--- src/inc/ais_cfg.svh ---
// Purpose: constants of the analog input slot sequencer
// Assumes: 20 MHz core clock, 32768 Hz frame time base
// Notes: register indices; byte address is four times the index
`ifndef AIS_CFG_SVH
`define AIS_CFG_SVH
`define AIS_IDX_CNT_S10 14'h2100
`define AIS_IDX_S8_9 14'h2101
`define AIS_IDX_S6_7 14'h2102
`define AIS_IDX_S4_5 14'h2103
`define AIS_IDX_S2_3 14'h2104
`define AIS_IDX_S0_1 14'h2105
`define AIS_IDX_EQU 14'h2106
`define AIS_IDX_MODE 14'h210C
`define AIS_IDX_CLK 14'h2200
`define AIS_IDX_PRE 14'h2704
`define AIS_IDX_RMT 14'h2709
`define AIS_IDX_STATUS 14'h2110
`define AIS_CFG_RESET 8'h00
`define AIS_CNT_LSB 4
`define AIS_DIFF_LSB 4
`define AIS_DLEN_LSB 1
`define AIS_CONV_SLOW_BIT 5
`define AIS_FAST_SYS_BIT 4
`define AIS_PRE_BIT 5
`define AIS_RMT_LSB 3
`define AIS_EQU_LSB 5
`define AIS_MAX_CODE 4'hA
`define AIS_CORE_HZ 20000000
`define AIS_SLOW_HZ 32768
`define AIS_SLOW_DIV (`AIS_CORE_HZ / `AIS_SLOW_HZ)
`define AIS_TICKS_PER_SLOT 2
`endif

--- src/inc/ais_pkg.sv ---
// Purpose: types of the analog input slot sequencer
// Assumes: nothing
// Notes: state and output carriers
package ais_pkg;
    typedef enum logic [1:0] {SEQ_IDLE, SEQ_SLOT, SEQ_TAIL} ais_seq_t;
    typedef struct packed {
        logic [10:0] pos_sel;
        logic [7:0] neg_sel;
        logic remote_slot;
        logic bad_code;
        logic [3:0] slot_idx;
        logic [3:0] src_code;
        logic conv_start;
        logic frame_start;
        logic gain8;
        logic [3:0] diff_eff;
        logic [2:0] remote_en;
        logic [1:0] dec_len;
        logic conv_clk_slow;
        logic fast_sys_clk;
        logic [2:0] eq_sel;
    } ais_afe_t;
    typedef struct packed {
        logic [10:0][7:0] cfg;
        logic [9:0] div_cnt;
        ais_seq_t seq;
        logic [3:0] slot;
        logic half;
        logic [3:0] frame_len;
        logic [7:0] frame_cnt;
        logic wr_pend;
        logic [3:0] wr_sel;
        logic [31:0] rdata;
        ais_afe_t afe;
    } ais_state_t;
endpackage

--- src/logic/ais_sequencer.sv ---
// Purpose: steps the single converter through a frame of input slots
// Assumes: AHB-Lite single word transfers, one clock, sync reset
// Notes: zero wait state slave, response always OKAY
// Function
// - route one input per slot, in slot order, from 4-bit selects
// - all single-ended: eleven selectable input signals
// - differential pairs: four current pairs plus three voltages
// - slot count is upper nibble of control byte 0x2100
// - frame starts at slot 0, runs slot count slots, rest unused
// - selects two per byte, lower nibble first, 2105 down to 2100
// - codes 0,2,4,6 are current pairs, 8,9,A voltages
// - 2709 bits 3..5 switch pairs 2/3,4/5,6/7 to remote
// - a remote pair ignores its differential enable bit
// - 210C bits 4..7 make current pairs differential
// - 2704 bit 5 sets pair 0/1 gain to 8, else 1
// - 210C bits 2:1 select decimator length, 1 is 288
// - 2200 bit 5 converter clock speed, bit 4 fast system clock
// - 2106 bits 7:5 select the energy equation
// - six slots make a frame of 13 slow clock cycles
//
// The AHB-Lite slave port was chosen for this implementation.
`include "ais_cfg.svh"
`timescale 1ns/100ps
`default_nettype none
module ais_sequencer (
    input wire logic core_clk_in, // 20 MHz clock
    input wire logic sys_rst_in, // sync reset, high
    input wire logic hsel_in, // slave select
    input wire logic [31:0] haddr_in, // byte address
    input wire logic [1:0] htrans_in, // transfer type
    input wire logic hwrite_in, // write when high
    input wire logic [2:0] hsize_in, // transfer size
    input wire logic [31:0] hwdata_in, // write data
    input wire logic hready_in, // bus ready
    output logic hreadyout_out, // slave ready
    output logic hresp_out, // response, always OKAY
    output logic [31:0] hrdata_out, // read data
    output ais_pkg::ais_afe_t afe_out // converter front end control
);
    localparam logic [9:0] DIV_LAST = 10'(`AIS_SLOW_DIV - 1);
    localparam logic [3:0] NONE = 4'hF;

    ais_pkg::ais_state_t st_reg;
    ais_pkg::ais_state_t st_next;

    logic tick;
    logic [3:0] addr_sel;
    logic [3:0] cnt_field;
    logic [3:0] code;
    logic [3:0] slot_n;
    logic [2:0] byte_n;
    logic [7:0] sel_byte;
    logic [2:0] rmt;
    logic [3:0] diff_raw;
    logic [3:0] diff_eff;
    logic [7:0] wbyte;
    logic take;

    // map a word index to a config slot; status reads as slot 11
    function automatic logic [3:0] idx_to_sel(input logic [29:0] idx);
        logic [3:0] sel;
        sel = NONE;
        unique case (idx)
            30'(`AIS_IDX_CNT_S10): sel = 4'h0;
            30'(`AIS_IDX_S8_9): sel = 4'h1;
            30'(`AIS_IDX_S6_7): sel = 4'h2;
            30'(`AIS_IDX_S4_5): sel = 4'h3;
            30'(`AIS_IDX_S2_3): sel = 4'h4;
            30'(`AIS_IDX_S0_1): sel = 4'h5;
            30'(`AIS_IDX_EQU): sel = 4'h6;
            30'(`AIS_IDX_MODE): sel = 4'h7;
            30'(`AIS_IDX_CLK): sel = 4'h8;
            30'(`AIS_IDX_PRE): sel = 4'h9;
            30'(`AIS_IDX_RMT): sel = 4'hA;
            30'(`AIS_IDX_STATUS): sel = 4'hB;
            default: sel = NONE;
        endcase
        return sel;
    endfunction

    assign hreadyout_out = 1'b1;
    assign hresp_out = 1'b0;
    assign hrdata_out = st_reg.rdata;
    assign afe_out = st_reg.afe;

    assign take = hsel_in & htrans_in[1] & hready_in;
    assign addr_sel = idx_to_sel(haddr_in[31:2]);
    assign wbyte = hwdata_in[7:0];
    assign tick = (st_reg.div_cnt == DIV_LAST);

    always_comb begin
        st_next = st_reg;
        st_next.afe.conv_start = 1'b0;
        st_next.afe.frame_start = 1'b0;

        // bus data phase: writes land one cycle after the address phase
        st_next.wr_pend = take & hwrite_in & (addr_sel < 4'hB);
        st_next.wr_sel = addr_sel;
        if (st_reg.wr_pend) begin
            st_next.cfg[st_reg.wr_sel] = wbyte;
        end
        if (take & ~hwrite_in) begin
            if (addr_sel < 4'hB) begin
                st_next.rdata = {24'h000000, st_reg.cfg[addr_sel]};
            end else if (addr_sel == 4'hB) begin
                st_next.rdata = {16'h0000, st_reg.frame_cnt,
                    2'(st_reg.seq), st_reg.half, 1'b0, st_reg.slot};
            end else begin
                st_next.rdata = 32'h00000000;
            end
        end

        // slow time base, one enable pulse per 32 kHz period
        st_next.div_cnt = tick ? 10'h000 : st_reg.div_cnt + 10'h001;

        // count is read live so writing zero stops at once
        cnt_field = st_next.cfg[0][`AIS_CNT_LSB +: 4];

        if (cnt_field == 4'h0) begin
            st_next.seq = ais_pkg::SEQ_IDLE;
            st_next.slot = 4'h0;
            st_next.half = 1'b0;
        end else if (tick) begin
            unique case (st_reg.seq)
                ais_pkg::SEQ_IDLE,
                ais_pkg::SEQ_TAIL: begin
                    // every frame opens at slot 0
                    st_next.seq = ais_pkg::SEQ_SLOT;
                    st_next.slot = 4'h0;
                    st_next.half = 1'b0;
                    st_next.frame_len = cnt_field;
                    st_next.afe.conv_start = 1'b1;
                    st_next.afe.frame_start = 1'b1;
                    if (st_reg.seq == ais_pkg::SEQ_TAIL) begin
                        st_next.frame_cnt = st_reg.frame_cnt + 8'h01;
                    end
                end
                ais_pkg::SEQ_SLOT: begin
                    // two ticks per slot plus one tail tick
                    if (st_reg.half == 1'b0) begin
                        st_next.half = 1'b1;
                    end else if (st_reg.slot == st_reg.frame_len - 4'h1) begin
                        st_next.seq = ais_pkg::SEQ_TAIL;
                        st_next.half = 1'b0;
                    end else begin
                        st_next.slot = st_reg.slot + 4'h1;
                        st_next.half = 1'b0;
                        st_next.afe.conv_start = 1'b1;
                    end
                end
            endcase
        end

        // slot select: two per byte, low nibble first
        slot_n = st_next.slot;
        byte_n = 3'(4'h5 - {1'b0, slot_n[3:1]});
        sel_byte = st_next.cfg[byte_n];
        code = slot_n[0] ? sel_byte[7:4] : sel_byte[3:0];

        rmt = st_next.cfg[10][`AIS_RMT_LSB +: 3];
        diff_raw = st_next.cfg[7][`AIS_DIFF_LSB +: 4];
        diff_eff = diff_raw & ~{rmt, 1'b0};

        st_next.afe.slot_idx = slot_n;
        st_next.afe.src_code = code;
        st_next.afe.pos_sel = 11'h000;
        st_next.afe.neg_sel = 8'h00;
        st_next.afe.remote_slot = 1'b0;
        st_next.afe.bad_code = 1'b0;
        if (st_next.seq == ais_pkg::SEQ_SLOT) begin
            if (code > `AIS_MAX_CODE) begin
                // illegal code: converter left unconnected
                st_next.afe.bad_code = 1'b1;
            end else if (code[3]) begin
                // voltage inputs are always single ended
                st_next.afe.pos_sel[code] = 1'b1;
            end else if (code[2:1] != 2'b00 && rmt[code[2:1] - 2'h1]) begin
                // remote pair samples bypass the multiplexer
                st_next.afe.remote_slot = 1'b1;
            end else if (diff_eff[code[2:1]]) begin
                // differential pair: even pin plus, odd pin minus
                st_next.afe.pos_sel[{code[2:1], 1'b0}] = 1'b1;
                st_next.afe.neg_sel[{code[2:1], 1'b1}] = 1'b1;
            end else begin
                // single ended: each pin its own source
                st_next.afe.pos_sel[code] = 1'b1;
            end
        end

        st_next.afe.diff_eff = diff_eff;
        st_next.afe.remote_en = rmt;
        st_next.afe.gain8 = st_next.cfg[9][`AIS_PRE_BIT];
        st_next.afe.dec_len = st_next.cfg[7][`AIS_DLEN_LSB +: 2];
        st_next.afe.conv_clk_slow =
            st_next.cfg[8][`AIS_CONV_SLOW_BIT];
        st_next.afe.fast_sys_clk =
            st_next.cfg[8][`AIS_FAST_SYS_BIT];
        st_next.afe.eq_sel = st_next.cfg[6][`AIS_EQU_LSB +: 3];
    end

    always_ff @(posedge core_clk_in) begin
        if (sys_rst_in) begin
            st_reg <= '0;
        end else begin
            st_reg <= st_next;
        end
    end
endmodule // ais_sequencer
`default_nettype wire

--- config.mk ---
export PLATFORM = sky130hd
export DESIGN_NAME = ais_sequencer
export DESIGN_NICKNAME = d
export VERILOG_FILES = /design/src/inc/ais_pkg.sv /design/src/logic/ais_sequencer.sv
export VERILOG_INCLUDE_DIRS = /design/src /design/src/inc
export SDC_FILE = /design/constraint.sdc
export NUM_CORES = 1
export LEC_CHECK = 0
export BUFFER_PORTS_ARGS = -buffer_cell sky130_fd_sc_hd__buf_4
export CORE_MARGIN = 2
export CORE_UTILIZATION = 52
export DETAILED_ROUTE_END_ITERATION = 8
export GPL_TIMING_DRIVEN = 0
export MAX_ROUTING_LAYER = met4
export PLACE_DENSITY = 0.78
export SKIP_CTS_REPAIR_TIMING = 1
export SLEW_MARGIN = 15
export SYNTH_ARGS = -nofsm -noshare
export SYNTH_HDL_FRONTEND = slang
export SYNTH_SLANG_ARGS = --single-unit
--- constraint.sdc ---
create_clock -name core_clk_in -period 4 [get_ports core_clk_in]
set_input_delay 0.2 -clock core_clk_in [delete_from_list [all_inputs] [get_ports core_clk_in]]
set_output_delay 0.2 -clock core_clk_in [all_outputs]
set_load 0.02 [all_outputs]
Word level (Yosys, flattened, before mapping)
Index checks and enable logic that the tools add are counted.
{"block": "word_totals", "reg_bits": 192, "out_inout_bits": 80, "word_cells": 146}
{"block": "op_classes", "n_addsub": 6, "magnitude_cmp": 14, "n_eq_ne": 18, "n_mux": 41, "n_bitwise": 12, "n_reduce_logical": 19}
{"cell": "30-bit by 14-bit equality test with 1-bit output, second input constant", "n": 12}
{"cell": "88-bit bitwise mux", "n": 1}
{"cell": "86-bit 2-to-1 mux", "n": 1}
{"cell": "4-bit case mux with 12 select lines", "n": 1}
{"cell": "8-bit 2-to-1 mux", "n": 5}
{"cell": "19-bit 2-to-1 mux", "n": 2}
{"cell": "8-bit binary-select mux with 4-bit select", "n": 1}
{"cell": "8-bit demux with 4-bit select", "n": 1}
{"cell": "16-bit 2-to-1 mux", "n": 2}
{"cell": "8-bit binary-select mux with 3-bit select", "n": 1}
{"cell": "11-bit 2-to-1 mux", "n": 2}
{"cell": "4-bit by 5-bit less-than comparator with 1-bit output, second input constant", "n": 3}
{"cell": "7-bit case mux with 2 select lines", "n": 1}
{"cell": "12-bit 2-to-1 mux", "n": 1}
{"cell": "1-bit 2-to-1 mux", "n": 11}
{"cell": "10-bit by 1-bit adder with 10-bit output, second input constant", "n": 1}
{"cell": "10-bit equality test, second input constant", "n": 1}
{"cell": "3-bit by 5-bit less-than comparator with 1-bit output, second input constant", "n": 2}
{"cell": "8-bit by 1-bit adder with 8-bit output, second input constant", "n": 1}
{"cell": "4-bit by 1-bit greater-or-equal comparator with 1-bit output, second input constant", "n": 2}
{"cell": "4-bit 2-to-1 mux", "n": 2}
{"cell": "2-bit OR reduction", "n": 4}
{"cell": "7-bit 2-to-1 mux", "n": 1}
{"cell": "3-bit by 1-bit greater-or-equal comparator with 1-bit output, second input constant", "n": 2}
{"cell": "32 further kinds", "n": 49}

Longest topological paths before layout
{"block": "depth", "ltp_word": 20, "mapped_depth": 20}

Worst setup path before layout
Ideal clock, no wire load.
{"block": "synth_path", "path_type": "reg-to-reg", "from": "reg st_reg[91] (netlist bit)", "to": "reg st_reg (netlist bit afe_out[30])", "arrival_time_ps": 4212, "required_time_ps": 3908, "setup_slack_ps": -303, "stages_incl_launch_ff": 20, "n_path_buf": 3, "path_cell_list": "dfxtp_1 > inv_1 > ha_1 > xor2_1 > and2_1 > a311o_1 > o21a_1 > buf_2 > o21a_1 > o32a_1 > a311oi_1 > a2111oi_4 > or2_4 > buf_6 > ha_1 > mux2i_1 > nor3_1 > o311ai_4 > buf_6 > nor4_1"}
{"block": "synth_between", "elab_chain_cells": 16}
{"item": "from (decl)", "line": "ais_sequencer.sv:43", "source": "ais_pkg::ais_state_t st_reg;"}
{"item": "from (signal assigned)", "line": "ais_sequencer.sv:205", "source": "st_reg <= st_next;"}
{"item": "4-bit by 1-bit subtractor with 4-bit output (*)", "line": "ais_sequencer.sv:142", "source": "end else if (st_reg.slot == st_reg.frame_len - 4'h1) begin"}
{"item": "4-bit equality test (*)", "line": "ais_sequencer.sv:142"}
{"item": "4-bit 2-to-1 mux", "line": "ais_sequencer.sv:142"}
{"item": "6-bit 2-to-1 mux (*)", "line": "ais_sequencer.sv:140", "source": "if (st_reg.half == 1'b0) begin"}
{"item": "7-bit case mux with 2 select lines (*)", "line": "ais_sequencer.sv:124", "source": "unique case (st_reg.seq)"}
{"item": "19-bit 2-to-1 mux (*)", "line": "ais_sequencer.sv:123", "source": "end else if (tick) begin"}
{"item": "7-bit 2-to-1 mux (*)", "line": "ais_sequencer.sv:119", "source": "if (cnt_field == 4'h0) begin"}
{"item": "3-bit subtractor", "line": "ais_sequencer.sv:156", "source": "byte_n = 3'(4'h5 - {1'b0, slot_n[3:1]});"}
{"item": "8-bit binary-select mux with 3-bit select", "line": "ais_sequencer.sv:157", "source": "sel_byte = st_next.cfg[byte_n];"}
{"item": "8-bit 2-to-1 mux (implied by the code)", "line": "ais_sequencer.sv:157"}
{"item": "4-bit 2-to-1 mux", "line": "ais_sequencer.sv:158", "source": "code = slot_n[0] ? sel_byte[7:4] : sel_byte[3:0];"}
{"item": "2-bit by 1-bit subtractor with 2-bit output", "line": "ais_sequencer.sv:177", "source": "end else if (code[2:1] != 2'b00 && rmt[code[2:1] - 2'h1]) begin"}
{"item": "1-bit binary-select mux with 2-bit select", "line": "ais_sequencer.sv:177"}
{"item": "1-bit 2-to-1 mux (implied by the code)", "line": "ais_sequencer.sv:177"}
{"item": "1-bit logical AND", "line": "ais_sequencer.sv:177"}
{"item": "6-bit OR reduction (no source line)"}
Every way passes the cells marked *; elsewhere a longest branch is shown, timed or not. The select of a mux whose other input is x is not followed.
A chain may end at the register's enable or synchronous reset.

==> out/results.txt <==
reg2reg path depth: 17
largest delay contributor family on the critical path: simple AND/OR/NAND/NOR gates
crit share post-route: 109.9%
WP buf/inv: 3
total grt overflow: 0
sw frac: 26.57%
Post-synth EDFFs: 0
Worst Max-Slew Pin Slew: 1.073 ns
TritonCTS clock tree: done
Critical path origin: afe_out[21]
Max Cap Viol: 0
Crit path depth: 17
crit path DAT: 4.75 ns
violated checks: setup timing
Yosys warning total: 0
Slew HR: 27.90%
clock tree buffer depth: 2
Comb pwr share: 5.7%
register-to-register setup slack: -0.40 ns
setup slack after layout: -0.3957 ns
Iter 0 DRT Violations: 1,035
antenna fix cells: 0
share of layout cells above drive strength 1: 27.27%
pin count of the biggest net entering global routing: 18
Total GRT Usage: 36.28%
Vias: 9,455
post-synthesis sequential area ratio: 35.83%
worst skew pair latency: 0.44 ns
final layout net count: 1,394
WL per Instance: 21.45 um
CP Class: reg -> reg
critical path's slowest cell: dfxtp_1
Inserted Clock Buffers: 17
root buf cell: clkbuf_16
setup violators final: 12
DRT antenna net count: 0
reg2reg end: afe_out[32]
Crit Path Max Fanout: 7
Worst Setup End Kind: register
Final GP Congestion: 1.012
Fin Setup TNS: -4.061 ns
worst hold slack: 0.04904 ns
FMAX: 227.5 MHz
Post-Synthesis Cell Area: 9163 um2
Critical Path RT: 4.35 ns
RSZ-0062 raised after global routing: yes
drt total wl: 33.23 mm
min Tclk post-route: 4.396 ns
Pwr Total: 3.452 mW
Clock Skew: 0.01651 ns
Distinct cells, synth: 83
PwrDens: 295.7 nW/um2
leakage: 4.669 nW
Critical Path End: afe_out[32]
IO Pins: 154
H-tree levels: 4
vias in the first global route: 8,438
fraction of registers with async set or reset after synthesis: 0%
internal power: 2.535 mW
Buffers on Ports: 99
Post-Synthesis Mean Instance Area: 8.037 um2
Post-Syn Instances: 1,140
P_sw: 917.0 uW
first-pass iteration count of the detailed router: 8
most used flip-flop cell after synthesis: dfxtp_1
sequential power share: 47.7%
Die X-Extent: 136.7 um
# rows: 48
status: finished with violations
initial antenna violation count: 0
Setup crit start kind: register
Vias/cell: 6.104
number of flip-flops in the largest register: 118
Die Height: 136.7 um
core area: 17,240 um2
Yosys reg bits: 164
reg-to-reg startpoint: afe_out[21]
Remaining DRCs: 0
placed wire-length estimate: 24.37 mm
starting density of the core: 53.16%
CP max stage delay: 0.63 ns
Area Growth Syn to Fin: 27.41%
VDD IR-drop max: 0.0003207 V
first-pass GRT wire length: 49.22 mm
final hold viol count: 0
clock transition at the registers of the reported paths: 0.07 ns
Die ar.: 18,700 um2
Sinks on Clock Net: 164
crit path cell chain: xor2_1 -> and3_4 -> a211o_1 -> o211a_4 -> buf_8 -> or4_4 -> o311ai_4 -> o21ai_2 -> a2111oi_4 -> or2_4 -> buf_8 -> ha_4 -> mux2i_2 -> nor3_2 -> o311ai_4 -> buf_6 -> nor4_2
Final Slew Violations: 0
worst hold-check path type: in -> reg
clock share of power: 46.6%
-- through the flow --
step / std cells / util (%) / instance area [um2] / setup slack, ns
2_1_floorplan: 1160 / - / 9345 / -0.01852
3_5_place_dp: 1484 / 60.16 / 10370 / -1.372
6_report: 1549 / 67.73 / 11670 / -0.3957
5_1_grt: 1549 / 67.73 / 11670 / -0.4923
3_3_place_gp: 1484 / 60.16 / 10370 / -1.418
4_1_cts: 1516 / 63.46 / 10940 / -1.348
-- layout by cell type (no fill, tap or decap), types with 13 or more instances in the layout --
cell / synthesis / layout
a21oi_1: 97 / 94
o22ai_1: 15 / 15
o221ai_1: 22 / 21
buf_4: 81 / 213
nand2_1: 159 / 157
conb_1: 2 / 22
clkbuf_16: 0 / 17
nand3_1: 30 / 28
nor2_1: 126 / 123
clkbuf_1: 59 / 52
dfxtp_1: 164 / 156
nor3_1: 17 / 16
mux2i_1: 54 / 50
o21ai_0: 26 / 23
inv_1: 19 / 16
nand2b_1: 14 / 14
xor2_1: 14 / 13
-- worst min-delay path by stage --
stage / endpoint / slack [ns] / cells past startpoint / start
after CTS: st_reg[100] / 0.02 / 2 / sys_rst_in
after global routing: st_reg[100] / 0.04 / 2 / sys_rst_in
final: st_reg[100] / 0.05 / 2 / sys_rst_in
after global placement: st_reg[102] / 0.44 / 1 / st_reg[102]
after floorplan: st_reg[100] / 0.29 / 1 / sys_rst_in
after detailed placement: st_reg[102] / 0.44 / 1 / st_reg[102]
-- routing by layer --
metal / GRT usage, % / up-vias / wire [um]
met2: 54.92 / 587 / 15090
met3: 8.926 / 97 / 3805
met4: 13.66 / 0 / 1193
met5: - / - / 0
li1: - / 4304 / -
met1: 46.87 / 4467 / 13140
-- logic make-up after synthesis --
kind of cell / synth area share [%]
DFF: 35.83
and+or+nand+nor: 23.51
other: 0.08196
buffers and inverters: 10.56
adders and majority gates: 1.229
AOI/OAI and AO/OA: 19.98
muxes: 6.268
xor gates and xnor gates: 2.540
-- power by group through the flow --
stage | Sequential [mW] | Clock [mW] | Combinational, mW
2_1_floorplan | 1.68 | 0 | 0.101
3_3_place_gp | 1.68 | 0 | 0.184
3_5_place_dp | 1.68 | 0 | 0.184
4_1_cts | 1.65 | 1.61 | 0.185
5_1_grt | 1.65 | 1.68 | 0.210
6_report | 1.65 | 1.61 | 0.198
-- cell type report --
| cell class | count | area (um2) |
|---|---|---|
| inverter | 20 | 75.07 |
| clock inverter | 15 | 142.6 |
| buffer | 146 | 939.7 |
| clock buffer | 17 | 425.4 |
| timing repair buffer | 135 | 1055 |
| multi-input combinational | 827 | 5456 |
| sequential | 164 | 3298 |
| tap | 225 | 281.5 |
| fill | 1479 | 5563 |
-- cells in the mapped netlist (all sizes together), types with 16 or more instances --
master  instances  area, um2
nor2          127      484.2
mux2i          54      540.5
o221ai         23      207.7
buf            90      670.6
nand3          30      150.1
dfxtp         164       3283
nor3           19      105.1
o21ai          31      155.1
clkbuf         59      221.5
inv            20      75.07
a21oi          98      494.2
nand2         160      603.1
nor4           16      100.1
No activity file was read; power rests on OpenSTA's default activity.
